===== config.mk =====
export PLATFORM = sky130hd
export DESIGN_NAME = ppom_top
export DESIGN_NICKNAME = d
export VERILOG_FILES = /design/src/ppom_pkg.sv /design/src/ppom_pin_cell.sv /design/src/ppom_top.sv
export SDC_FILE = /design/constraint.sdc
export NUM_CORES = 1
export LEC_CHECK = 0
export ABC_AREA = 1
export BUFFER_PORTS_ARGS = -buffer_cell sky130_fd_sc_hd__buf_2
export CELL_PAD_IN_SITES_DETAIL_PLACEMENT = 0
export CELL_PAD_IN_SITES_GLOBAL_PLACEMENT = 1
export CORE_ASPECT_RATIO = 0.9
export CORE_UTILIZATION = 32
export CTS_CLUSTER_SIZE = 16
export DETAILED_ROUTE_END_ITERATION = 10
export GPL_ROUTABILITY_DRIVEN = 1
export MAX_ROUTING_LAYER = met4
export PLACE_DENSITY_LB_ADDON = 0.12
export SLEW_MARGIN = 20
export SYNTH_ARGS = -nofsm -noshare
export SYNTH_HDL_FRONTEND = slang
export SYNTH_SLANG_ARGS = --single-unit

===== constraint.sdc =====
create_clock -name CORE_CLK -period 1.5 [get_ports CORE_CLK]
set_clock_uncertainty 0.05 [all_clocks]
set_input_delay 0.3 -clock CORE_CLK [delete_from_list [all_inputs] [get_ports CORE_CLK]]
set_output_delay 0.3 -clock CORE_CLK [all_outputs]
set_load 0.01 [all_outputs]

===== src/ppom_pkg.sv =====
// Package of constants and carrier types for the port pin override mux
package ppom_pkg;

	// ------------------------------------------------------------
	// Geometry
	// ------------------------------------------------------------
	localparam int          PPOM_PINS      = 8;
	localparam int          PPOM_AW        = 8;

	// ------------------------------------------------------------
	// Register offsets (byte addresses)
	// ------------------------------------------------------------
	localparam logic [7:0]  PPOM_OFS_LATCH = 8'h00;
	localparam logic [7:0]  PPOM_OFS_DIR   = 8'h04;
	localparam logic [7:0]  PPOM_OFS_PIN   = 8'h08;
	localparam logic [7:0]  PPOM_OFS_CTRL  = 8'h0C;
	localparam logic [7:0]  PPOM_OFS_PCMSK = 8'h10;
	localparam logic [7:0]  PPOM_OFS_STAT  = 8'h14;

	// ------------------------------------------------------------
	// Control register fields
	// ------------------------------------------------------------
	localparam int          PPOM_CTRL_PULLUP_OFF  = 0;
	localparam int          PPOM_CTRL_ASYNC_SEL   = 1;
	localparam int          PPOM_CTRL_EXT_CLK_SEL = 2;
	localparam int          PPOM_CTRL_INTRC = 3;
	localparam int          PPOM_CTRL_EXTCK = 4;
	localparam int          PPOM_CTRL_PCIE  = 5;
	localparam int          PPOM_CTRL_W     = 6;

	// ------------------------------------------------------------
	// Status register fields
	// ------------------------------------------------------------
	localparam int          PPOM_STAT_PB6CLK = 0;
	localparam int          PPOM_STAT_PB7CLK = 1;
	localparam int          PPOM_STAT_DRV    = 8;

	// ------------------------------------------------------------
	// Reset values
	// ------------------------------------------------------------
	localparam logic [7:0]  PPOM_RST_LATCH = 8'h00;
	localparam logic [7:0]  PPOM_RST_DIR   = 8'h00;
	localparam logic [7:0]  PPOM_RST_PCMSK = 8'h00;
	localparam logic [5:0]  PPOM_RST_CTRL  = 6'h08;

	// ------------------------------------------------------------
	// AHB-Lite encodings
	// ------------------------------------------------------------
	localparam logic [1:0]  PPOM_HTRANS_NONSEQ = 2'h2;
	localparam logic [1:0]  PPOM_HTRANS_SEQ    = 2'h3;
	localparam logic        PPOM_HRESP_OKAY    = 1'b0;

	// ------------------------------------------------------------
	// Carrier types
	// ------------------------------------------------------------
	typedef struct packed {
		logic pullup_ovr_en;
		logic pullup_ovr_val;
		logic dir_ovr_en;
		logic dir_ovr_val;
		logic value_ovr_en;
		logic value_ovr_val;
		logic toggle_ovr_en;
		logic input_en_ovr_en;
		logic input_en_ovr_val;
	} ppom_ovr_t;

	typedef struct packed {
		logic spi_en;
		logic spi_master;
		logic sck_out;
		logic spi_slave_out;
		logic spi_master_out;
		logic t2_cmp_a_en;
		logic timer2_cmp_a_out;
		logic t1_cmp_b_en;
		logic timer1_cmp_b_out;
		logic t1_cmp_a_en;
		logic timer1_cmp_a_out;
		logic clk_out_en;
		logic divided_clk_out;
	} ppom_periph_t;

	typedef struct packed {
		logic pullup_en;
		logic drv_en;
		logic drv_val;
		logic analog_sel;
	} ppom_pad_t;

endpackage


===== src/ppom_pin_cell.sv =====
// One port pin: override multiplexing between register state, pad and alternate function
`timescale 1ns/10ps
module ppom_pin_cell
	import ppom_pkg::*;
(
	input  wire ppom_ovr_t ovr,
	input  wire logic      pin_direction_bit,
	input  wire logic      pin_out_latch_bit,
	input  wire logic      global_pullup_off,
	input  wire logic      sleep_clamp,
	input  wire logic      analog_req,
	input  wire logic      pad_in,
	output ppom_pad_t      pad,
	output logic           alt_func_input
);

	logic input_en;

	always_comb
	begin
		pad.analog_sel = analog_req;
		if (ovr.pullup_ovr_en)
		begin
			pad.pullup_en = ovr.pullup_ovr_val;
		end
		else
		begin
			pad.pullup_en = ({pin_direction_bit, pin_out_latch_bit, global_pullup_off}
				== 3'b010);
		end
		if (ovr.dir_ovr_en)
		begin
			pad.drv_en = ovr.dir_ovr_val;
		end
		else
		begin
			pad.drv_en = pin_direction_bit;
		end
		if (!pad.drv_en)
		begin
			pad.drv_val = 1'b0;
		end
		else if (ovr.value_ovr_en)
		begin
			pad.drv_val = ovr.value_ovr_val;
		end
		else
		begin
			pad.drv_val = pin_out_latch_bit;
		end
		if (ovr.input_en_ovr_en)
		begin
			input_en = ovr.input_en_ovr_val;
		end
		else
		begin
			input_en = !sleep_clamp;
		end
		// Tapped ahead of any flop; receivers synchronise it themselves
		alt_func_input = pad_in & input_en;
	end

endmodule


===== src/ppom_top.sv =====
// Port B pin override mux with AHB-Lite register slave
//
// Contract
// - pull-up follows override value when enabled
// - otherwise pull-up only for pattern 010
// - driver enable follows direction override when enabled
// - otherwise driver enable follows direction bit
// - driven value uses value override when enabled
// - otherwise driven value is output latch
// - toggle override inverts the output latch bit
// - input enable follows override value when enabled
// - otherwise input enable from normal or sleep
// - alternate input tapped before the synchroniser
// - analog path goes straight to pad
// - overrides generated by owning peripheral logic
// - bit 7 clock pin reads zero
// - async timer without external clock detaches bit 7
// - chip oscillator pins denied as I/O
// - timer oscillator pins only with RC and async
// - every pin is pin-change source, same index
// - fixed port B alternate function assignment
// - global pull-up off disables plain pull-ups
// - writing one to pin register toggles latch
// - sleep clamp forces plain inputs low
`timescale 1ns/10ps
module ppom_top
	import ppom_pkg::*;
(
	input  wire logic              CORE_CLK,
	input  wire logic              RESET_N,
	input  wire logic              HSEL,
	input  wire logic [31:0]       HADDR,
	input  wire logic [1:0]        HTRANS,
	input  wire logic              HWRITE,
	input  wire logic [2:0]        HSIZE,
	input  wire logic [31:0]       HWDATA,
	input  wire logic              HREADY,
	output logic      [31:0]       HRDATA,
	output logic                   HREADYOUT,
	output logic                   HRESP,
	input  wire ppom_periph_t      PERIPH,
	input  wire logic [7:0]        TOGGLE_OVR,
	input  wire logic              SLEEP_CLAMP,
	input  wire logic [7:0]        PAD_IN,
	output logic      [7:0]        PAD_OUT,
	output logic      [7:0]        PAD_OE,
	output logic      [7:0]        PAD_PULLUP,
	output logic      [7:0]        PAD_ANALOG_SEL,
	output logic      [7:0]        ALT_FUNC_INPUT,
	output logic      [7:0]        PIN_CHANGE_SRC,
	output logic                   CHIP_OSC_ACTIVE,
	output logic                   TIMER_OSC_AMP_OUT
);

	// ------------------------------------------------------------
	// State
	// ------------------------------------------------------------
	logic [7:0]          latch_q;
	logic [7:0]          latch_d;
	logic [7:0]          dir_q;
	logic [7:0]          dir_d;
	logic [7:0]          pcmsk_q;
	logic [7:0]          pcmsk_d;
	logic [PPOM_CTRL_W-1:0] ctrl_q;
	logic [PPOM_CTRL_W-1:0] ctrl_d;
	logic [7:0]          sync1_q;
	logic [7:0]          sync2_q;
	logic                wr_pend_q;
	logic                wr_pend_d;
	logic [PPOM_AW-1:0]  wr_addr_q;
	logic [PPOM_AW-1:0]  wr_addr_d;
	logic [31:0]         rdata_q;
	logic [31:0]         rdata_d;

	// ------------------------------------------------------------
	// Derived signals
	// ------------------------------------------------------------
	ppom_ovr_t           ovr [PPOM_PINS];
	ppom_pad_t           pad [PPOM_PINS];
	logic [7:0]          alt_in;
	logic [7:0]          analog_req;
	logic [7:0]          pin_gated;
	logic [7:0]          rd_mask;
	logic                pullup_off;
	logic                async_sel;
	logic                ext_clk_sel;
	logic                intrc;
	logic                extck;
	logic                pcie;
	logic                chip_in_use;
	logic                chip_out_use;
	logic                tmr_in_use;
	logic                tmr_out_use;
	logic                pb6_clk;
	logic                pb7_clk;
	logic                spi_slave;
	logic                spi_mst;
	logic                addr_ok;

	assign pullup_off  = ctrl_q[PPOM_CTRL_PULLUP_OFF];
	assign async_sel   = ctrl_q[PPOM_CTRL_ASYNC_SEL];
	assign ext_clk_sel = ctrl_q[PPOM_CTRL_EXT_CLK_SEL];
	assign intrc = ctrl_q[PPOM_CTRL_INTRC];
	assign extck = ctrl_q[PPOM_CTRL_EXTCK];
	assign pcie  = ctrl_q[PPOM_CTRL_PCIE];

	// ------------------------------------------------------------
	// Oscillator pin takeover
	// ------------------------------------------------------------
	always_comb
	begin
		// An external clock needs only the input pin, so bit 7 stays free then
		chip_in_use  = !intrc;
		chip_out_use = !intrc && !extck;
		tmr_in_use   = intrc && async_sel;
		tmr_out_use  = intrc && async_sel && !ext_clk_sel;
		pb6_clk      = chip_in_use || tmr_in_use;
		pb7_clk      = chip_out_use || tmr_out_use;
		spi_slave = PERIPH.spi_en && !PERIPH.spi_master;
		spi_mst   = PERIPH.spi_en && PERIPH.spi_master;
	end

	// ------------------------------------------------------------
	// Override sources, grouped per owning peripheral
	// ------------------------------------------------------------
	// Each group stands for the function owner; the register file never sets these
	always_comb
	begin
		for (int i = 0; i < PPOM_PINS; i++)
		begin
			ovr[i]                  = '0;
			ovr[i].toggle_ovr_en    = TOGGLE_OVR[i];
			// Pin change sensing keeps the input alive through sleep
			ovr[i].input_en_ovr_en  = pcmsk_q[i] && pcie;
			ovr[i].input_en_ovr_val = 1'b1;
		end
		analog_req = '0;
		// SPI owner: forced inputs keep the latch-steered pull-up
		if (spi_slave)
		begin
			ovr[5].pullup_ovr_en  = 1'b1;
			ovr[5].pullup_ovr_val = latch_q[5] && !pullup_off;
			ovr[5].dir_ovr_en     = 1'b1;
			ovr[3].pullup_ovr_en  = 1'b1;
			ovr[3].pullup_ovr_val = latch_q[3] && !pullup_off;
			ovr[3].dir_ovr_en     = 1'b1;
			ovr[2].pullup_ovr_en  = 1'b1;
			ovr[2].pullup_ovr_val = latch_q[2] && !pullup_off;
			ovr[2].dir_ovr_en     = 1'b1;
			ovr[4].value_ovr_en   = 1'b1;
			ovr[4].value_ovr_val  = PERIPH.spi_slave_out;
		end
		if (spi_mst)
		begin
			ovr[4].pullup_ovr_en  = 1'b1;
			ovr[4].pullup_ovr_val = latch_q[4] && !pullup_off;
			ovr[4].dir_ovr_en     = 1'b1;
			ovr[5].value_ovr_en   = 1'b1;
			ovr[5].value_ovr_val  = PERIPH.sck_out;
		end
		// Timer owners: the pin must already be an output to show the compare
		ovr[3].value_ovr_en  = spi_mst || PERIPH.t2_cmp_a_en;
		ovr[3].value_ovr_val = (spi_mst && PERIPH.spi_master_out)
			|| (PERIPH.t2_cmp_a_en && PERIPH.timer2_cmp_a_out);
		ovr[2].value_ovr_en  = PERIPH.t1_cmp_b_en;
		ovr[2].value_ovr_val = PERIPH.timer1_cmp_b_out;
		ovr[1].value_ovr_en  = PERIPH.t1_cmp_a_en;
		ovr[1].value_ovr_val = PERIPH.timer1_cmp_a_out;
		// Clock output owner drives bit 0 regardless of direction and latch
		if (PERIPH.clk_out_en)
		begin
			ovr[0].dir_ovr_en    = 1'b1;
			ovr[0].dir_ovr_val   = 1'b1;
			ovr[0].value_ovr_en  = 1'b1;
			ovr[0].value_ovr_val = PERIPH.divided_clk_out;
		end
		// Clock owner: oscillator pins leave the digital path entirely
		if (pb6_clk)
		begin
			ovr[6].pullup_ovr_en    = 1'b1;
			ovr[6].dir_ovr_en       = 1'b1;
			ovr[6].value_ovr_en     = 1'b1;
			ovr[6].input_en_ovr_en  = 1'b1;
			ovr[6].input_en_ovr_val = 1'b0;
			analog_req[6]           = 1'b1;
		end
		if (pb7_clk)
		begin
			ovr[7].pullup_ovr_en    = 1'b1;
			ovr[7].dir_ovr_en       = 1'b1;
			ovr[7].value_ovr_en     = 1'b1;
			ovr[7].input_en_ovr_en  = 1'b1;
			ovr[7].input_en_ovr_val = 1'b0;
			analog_req[7]           = 1'b1;
		end
	end

	// ------------------------------------------------------------
	// Pin cells
	// ------------------------------------------------------------
	for (genvar g = 0; g < PPOM_PINS; g++)
	begin : g_pin
		ppom_pin_cell u_cell
		(
			.ovr               (ovr[g]),
			.pin_direction_bit (dir_q[g]),
			.pin_out_latch_bit (latch_q[g]),
			.global_pullup_off (pullup_off),
			.sleep_clamp       (SLEEP_CLAMP),
			.analog_req        (analog_req[g]),
			.pad_in            (PAD_IN[g]),
			.pad               (pad[g]),
			.alt_func_input    (alt_in[g])
		);
		assign PAD_OUT[g]        = pad[g].drv_val;
		assign PAD_OE[g]         = pad[g].drv_en;
		assign PAD_PULLUP[g]     = pad[g].pullup_en;
		assign PAD_ANALOG_SEL[g] = pad[g].analog_sel;
		assign pin_gated[g]      = alt_in[g];
	end

	assign ALT_FUNC_INPUT    = alt_in;
	assign PIN_CHANGE_SRC    = alt_in & pcmsk_q & {8{pcie}};
	assign CHIP_OSC_ACTIVE   = chip_in_use;
	assign TIMER_OSC_AMP_OUT = tmr_out_use;

	// ------------------------------------------------------------
	// Input synchroniser for the pin register
	// ------------------------------------------------------------
	always_ff @(posedge CORE_CLK)
	begin
		if (!RESET_N)
		begin
			sync1_q <= '0;
			sync2_q <= '0;
		end
		else
		begin
			sync1_q <= pin_gated;
			sync2_q <= sync1_q;
		end
	end

	// ------------------------------------------------------------
	// AHB-Lite slave: zero wait, OKAY always
	// ------------------------------------------------------------
	assign HREADYOUT = 1'b1;
	assign HRESP     = PPOM_HRESP_OKAY;
	assign HRDATA    = rdata_q;

	always_comb
	begin
		addr_ok = HSEL && HREADY && (HTRANS == PPOM_HTRANS_NONSEQ
			|| HTRANS == PPOM_HTRANS_SEQ);
		// Clock pins hide their latch, direction and pin bits from software
		rd_mask = {~pb7_clk, ~pb6_clk, 6'h3F};
	end

	always_comb
	begin
		latch_d   = latch_q;
		dir_d     = dir_q;
		pcmsk_d   = pcmsk_q;
		ctrl_d    = ctrl_q;
		wr_pend_d = addr_ok && HWRITE;
		wr_addr_d = addr_ok ? HADDR[PPOM_AW-1:0] : wr_addr_q;
		rdata_d   = rdata_q;
		if (wr_pend_q)
		begin
			if (wr_addr_q == PPOM_OFS_LATCH)
			begin
				latch_d = HWDATA[7:0];
			end
			else if (wr_addr_q == PPOM_OFS_DIR)
			begin
				dir_d = HWDATA[7:0];
			end
			else if (wr_addr_q == PPOM_OFS_PIN)
			begin
				latch_d = latch_q ^ HWDATA[7:0];
			end
			else if (wr_addr_q == PPOM_OFS_CTRL)
			begin
				ctrl_d = HWDATA[PPOM_CTRL_W-1:0];
			end
			else if (wr_addr_q == PPOM_OFS_PCMSK)
			begin
				pcmsk_d = HWDATA[7:0];
			end
		end
		// Applied after the write so a peripheral toggle is never lost
		latch_d = latch_d ^ TOGGLE_OVR;
		if (addr_ok && !HWRITE)
		begin
			rdata_d = '0;
			if (HADDR[PPOM_AW-1:0] == PPOM_OFS_LATCH)
			begin
				rdata_d[7:0] = latch_q & rd_mask;
			end
			else if (HADDR[PPOM_AW-1:0] == PPOM_OFS_DIR)
			begin
				rdata_d[7:0] = dir_q & rd_mask;
			end
			else if (HADDR[PPOM_AW-1:0] == PPOM_OFS_PIN)
			begin
				rdata_d[7:0] = sync2_q & rd_mask;
			end
			else if (HADDR[PPOM_AW-1:0] == PPOM_OFS_CTRL)
			begin
				rdata_d[PPOM_CTRL_W-1:0] = ctrl_q;
			end
			else if (HADDR[PPOM_AW-1:0] == PPOM_OFS_PCMSK)
			begin
				rdata_d[7:0] = pcmsk_q;
			end
			else if (HADDR[PPOM_AW-1:0] == PPOM_OFS_STAT)
			begin
				rdata_d[PPOM_STAT_PB6CLK] = pb6_clk;
				rdata_d[PPOM_STAT_PB7CLK] = pb7_clk;
				rdata_d[PPOM_STAT_DRV +: 8] = PAD_OE;
			end
		end
	end

	always_ff @(posedge CORE_CLK)
	begin
		if (!RESET_N)
		begin
			latch_q   <= PPOM_RST_LATCH;
			dir_q     <= PPOM_RST_DIR;
			pcmsk_q   <= PPOM_RST_PCMSK;
			ctrl_q    <= PPOM_RST_CTRL;
			wr_pend_q <= 1'b0;
			wr_addr_q <= '0;
			rdata_q   <= '0;
		end
		else
		begin
			latch_q   <= latch_d;
			dir_q     <= dir_d;
			pcmsk_q   <= pcmsk_d;
			ctrl_q    <= ctrl_d;
			wr_pend_q <= wr_pend_d;
			wr_addr_q <= wr_addr_d;
			rdata_q   <= rdata_d;
		end
	end

endmodule


# After elaboration in Yosys (flattened, before gate mapping)
# Index checks and enable logic that the tools add are counted.
[totals]
regBits = 71
input_bits = 104
elab_cells = 154
[classes]
n_eq_ne = 19
mux = 65
bitwise_logic = 21
n_reduce_logical = 40
[ops]
columns = ["op", "n"]
rows = [
  ["$mux 8", 12],
  ["$and 8x8->8", 5],
  ["$mux 1", 39],
  ["$eq 8x4->1 const B", 4],
  ["$eq 3x2->1 const B", 8],
  ["$eq 8x5->1 const B", 3],
  ["$logic_and 1x1->1", 23],
  ["$eq 8x3->1 const B", 2],
  ["$logic_not 8->1", 2],
  ["$xor 8x8->8", 2],
  ["$mux 2", 6],
  ["$mux 3", 4],
  ["$mux 6", 2],
  ["$mux 10", 1],
  ["$and 1x1->1", 8],
  ["$logic_not 1->1", 7],
  ["$not 1->1", 6],
  ["$reduce_and 6->1", 1],
  ["$logic_or 1x1->1", 5],
  ["$reduce_and 5->1", 1],
  ["$eq 2x2->1 const B", 2],
  ["$mux 4", 1],
  ["$reduce_and 3->1", 1],
]

# Depth between registers and ports, before layout
[logic_depth]
depth_word = 11
ltp_mapped = 11
depth_no_buf = 10

# Modules after synthesis
# From an unflattened synthesis, not the netlist that was laid out.
[hier_totals]
hier_cells = 716
hier_area_um2 = 4476.8
[modules_own_cells]
columns = ["mod", "n_inst", "cells_each", "area_per_inst_um2", "seq_area_each_um2"]
rows = [
  ["ppom_top", 1, 548, 3766.1, 1421.4],
  ["ppom_pin_cell", 8, 21, 88.8, 0.0],
]

# Worst setup path after synthesis
# Ideal clock, no wire load.
[synth_timing]
path_type = "input-to-output"
from = "input PERIPH[12] (netlist name)"
to = "output PAD_OUT[5]"
arrival_time_ps = 1036
path_slack_ps = 114
path_stages = 5
path_buffers = 0
cell_sequence = "inv_1 nor2_1 nor2_1 o21ai_0 a21oi_1"
[synth_between]
elab_chain_cells = 4
elab_cells_between_ends = 7
cone_classes = "mux (5); reduce/logical (2)"
[synth_lines]
columns = ["item", "line", "text"]
rows = [
  ["from (decl)", "ppom_top.sv:41", "input wire ppom_periph_t PERIPH,"],
  ["$logic_and 1x1->1", "ppom_top.sv:119", "spi_slave = PERIPH.spi_en && !PERIPH.spi_master;"],
  ["$mux 3", "ppom_top.sv:139", "if (spi_slave)"],
  ["$mux 1", "ppom_pin_cell.sv:31", "if (ovr.dir_ovr_en)"],
  ["named net PAD_OE[5]", "ppom_top.sv:46", "output logic [7:0] PAD_OE,"],
  ["$mux 1", "ppom_pin_cell.sv:39", "if (!pad.drv_en)"],
  ["to (decl)", "ppom_top.sv:45", "output logic [7:0] PAD_OUT,"],
]
# The timed path passes the listed nets, and every way through them passes these cells.

# Worst setup path in the final report
[layout_timing]
from = "register ctrl_q[2]"
to = "output ALT_FUNC_INPUT[7]"
[layout_between]
elab_chain_cells = 6
[layout_lines]
columns = ["item", "line", "text"]
rows = [
  ["from (decl)", "ppom_top.sv:64", "logic [PPOM_CTRL_W-1:0] ctrl_q;"],
  ["from (signal assigned)", "ppom_top.sv:342", "ctrl_q <= ctrl_d;"],
  ["$logic_not 1->1", "ppom_top.sv:116", "tmr_out_use = intrc && async_sel && !ext_clk_sel;"],
  ["$logic_and 1x1->1", "ppom_top.sv:116", ""],
  ["$logic_or 1x1->1", "ppom_top.sv:118", "pb7_clk = chip_out_use || tmr_out_use;"],
  ["$mux 2", "ppom_top.sv:187", "if (pb7_clk)"],
  ["$mux 1", "ppom_pin_cell.sv:51", "if (ovr.input_en_ovr_en)"],
  ["$and 1x1->1", "ppom_pin_cell.sv:60", "alt_func_input = pad_in & input_en;"],
  ["to (decl)", "ppom_top.sv:49", "output logic [7:0] ALT_FUNC_INPUT,"],
]
# Every way passes these cells.

==> reports/results.ini <==
[drt]
drt_pre_antenna_iters=4
antenna_left=0
routed_wl_mm=14.1
vias=4496
drc=0
wl_per_cell_um=14.9
via_per_inst=4.76
drtIter0Drc=185

[floorplan]
rows=39
fp.dieH_um=110
initial_core_util_pct=32.8
core_mm2=0.0127
die_x_um=122
pin_count=188
dieArea_mm2=0.0135

[layout]
num_antenna_cells=0
layout-drive-gt1-share_pct=48.9
final_common_cell=nand2_1
nNetsFinal=880
final_cell_mix=nand2_1 (112), buf_2 (102), a21oi_1 (59)
fin_cells=945
syn2layout_area_growth_pct=53.4

[setup_path]
crit_type=register to output port
critPathLaunchType=register
critPathRequiredTime_ps=1150
reg2reg_from=ctrl_q[3]
crit_start=ctrl_q[2]
arrival_ps=1320
crit_path_end_kind=output port
crit_fanout=6

[power_and_ir_drop]
p_int_uw=3620
clkPwrFrac_pct=42.7
p_leak_uw=0.00310
p_sw_share_pct=29.1
power_density_mw_per_mm2=799
comb_power_share_pct=18.9
p_sw_uw=1490
ir_worst_vdd_v=0.000452
seq_power_share_pct=38.4
p_total_uw=5110

[logic_synthesis]
synthArstFlopShare_pct=0
synth_largest_area_cell=dfxtp_1
synthFlopType=dfxtp_1
synth.area.top_cells=dfxtp_1 (34%), nand2_1 (13%), a21oi_1 (8.9%), buf_4 (6.5%), nand3_1 (6.0%)
ys_seq_area_share_pct=34.1
netlist_area_mm2=0.00417
syn_inst=612
syn_avg_cell_area_um2=6.81
ys_seq_elements=71
synth_cell_types=34
yosysWarnings=0
synth_edf_count=0
yosysTopAreaCellShare_pct=34.1

[cts]
clock_latency_ps=340
h-tree-depth=3
cts_buffers=9
cts.clk_slew.worst_paths_ps=60
cts_tree=built
numClockSinks=71
clockBufferDepth=2
ctsRootBufferMaster=clkbuf_16
cts.hold.buffers_added=0

[sta]
slew_violations=0
finalSetupTns_ps=-2050
setup_ws_ps=-174
setup_viol=36
final-hold-violation-count=0
period_share_pct=112
period_needed_ps=1670
rsz0062_at_grt=yes
max_freq_ghz=0.597

[placement]
dp.cells=899
gp_congestion=0.843
dp_hpwl_mm=10.4
io_buffers=111
dp_slack_ps=-137

[flow_run]
cap_violations=0

[worst_hold_path]
hold_path_class=primary input to register
hold_start=TOGGLE_OVR[7]

[grt]
grt_max_degree=43
use_met1_pct=29.1
grt_busiest_layer=met2
met3_usage_pct=4.17
grt_pass1_vias=3999
met2_usage_pct=31.5
grt_remaining_overflow=0
antenna_found_initial=0
grtUsageTotal_pct=21.3
grt_pass1_wl_mm=20.9

[run_status]
violations=negative setup slack
status=complete, but fails checks

flip-flops by register name, indices dropped and copies added (netlist names):
register	flops
wr_pend_q	1
dir_q	8
sync1_q	8
latch_q	8
HRDATA	16
wr_addr_q	8
sync2_q	8
ctrl_q	6
pcmsk_q	8
final timing paths:
check	slack, ps	end	depth (start not counted)
hold reg to reg	360	sync2_q[6]	2
hold / removal	160	latch_q[7]	3
setup reg to reg	-40	sync1_q[7]	12
setup / recovery	-170	ALT_FUNC_INPUT[7]	8
layout make-up:
class                   instances  area (um^2)
clock buffers                  10          229
clock inverters                 6         68.8
fillers                      1277         6300
inverters                      74          318
multi-input cells             436         2740
flip-flops and latches         71         1460
well taps                     164          205
repair buffers                184         1370
kinds of logic (layout without fill, tap and decap cells):
| group | count (synthesis) | count (layout) | synth area share (%) |
|---|---|---|---|
| and+or+nand+nor | 299 | 300 | 36.1 |
| buffers and inverters | 128 | 274 | 15.9 |
| AOI/OAI and AO/OA | 112 | 112 | 13.8 |
| DFF | 71 | 71 | 34.1 |
| other | 2 | 24 | 0.180 |
metrics by stage:
| stage | hold WS, ps | utilization [%] | area, um^2 |
|---|---|---|---|
| 5_1_grt | 179 | 50.4 | 6390 |
| 3_5_place_dp | 356 | 39.8 | 5040 |
| 2_1_floorplan | 340 | - | 4250 |
| 6_report | 159 | 50.4 | 6390 |
| 3_3_place_gp | 350 | 39.8 | 5040 |
| 4_1_cts | 139 | 45.3 | 5750 |
routing by layer:
metal  routed length [um]  vias up  part of all wire, %
li1                     -     2242                    -
met1                 6670     2101                   47
met2                 6400      140                   45
met3                  846       13                  6.0
met4                  195        0                  1.4
met5                    0        -                    0
cell usage after synthesis, types with 2 or more instances:
library cell,instances
o21ai_1,10
nor2_4,3
o21ai_0,24
nor3_1,19
conb_1,2
a21oi_1,74
buf_6,2
nand2_2,3
clkbuf_1,10
inv_4,3
nand2_4,4
nor2_1,43
and2_1,6
nand2_1,145
nand3_1,50
a21oi_2,2
buf_2,4
nand2_8,5
buf_4,36
inv_1,59
inv_2,11
nor2_2,7
nor2_8,5
dfxtp_1,71
nand4_1,4
nand3_2,2
power groups by stage:
stage          Clock (uW)  Combinational [uW]  Sequential, uW
2_1_floorplan           0                 512            2000
3_3_place_gp            0                 724            2000
3_5_place_dp            0                 736            2010
4_1_cts              2240                 798            1970
5_1_grt              2310                1050            1970
6_report             2180                 965            1960
critical path: stages (launching register included):
cell and delay [ps]:
dfxtp_2 330, inv_2 60, nand3_2 100, nand2_2 90
buf_6 140, nor2_2 40, nand2_1 80, inv_2 40
buf_6 110
what timing repair did:
item                       CTS  global route
cloned                       0             2
setup buffers               12            16
resized for setup           96           129
pin swaps                   17            36
setup endpoints to repair   47            59
(Power assumes the default switching activity.)
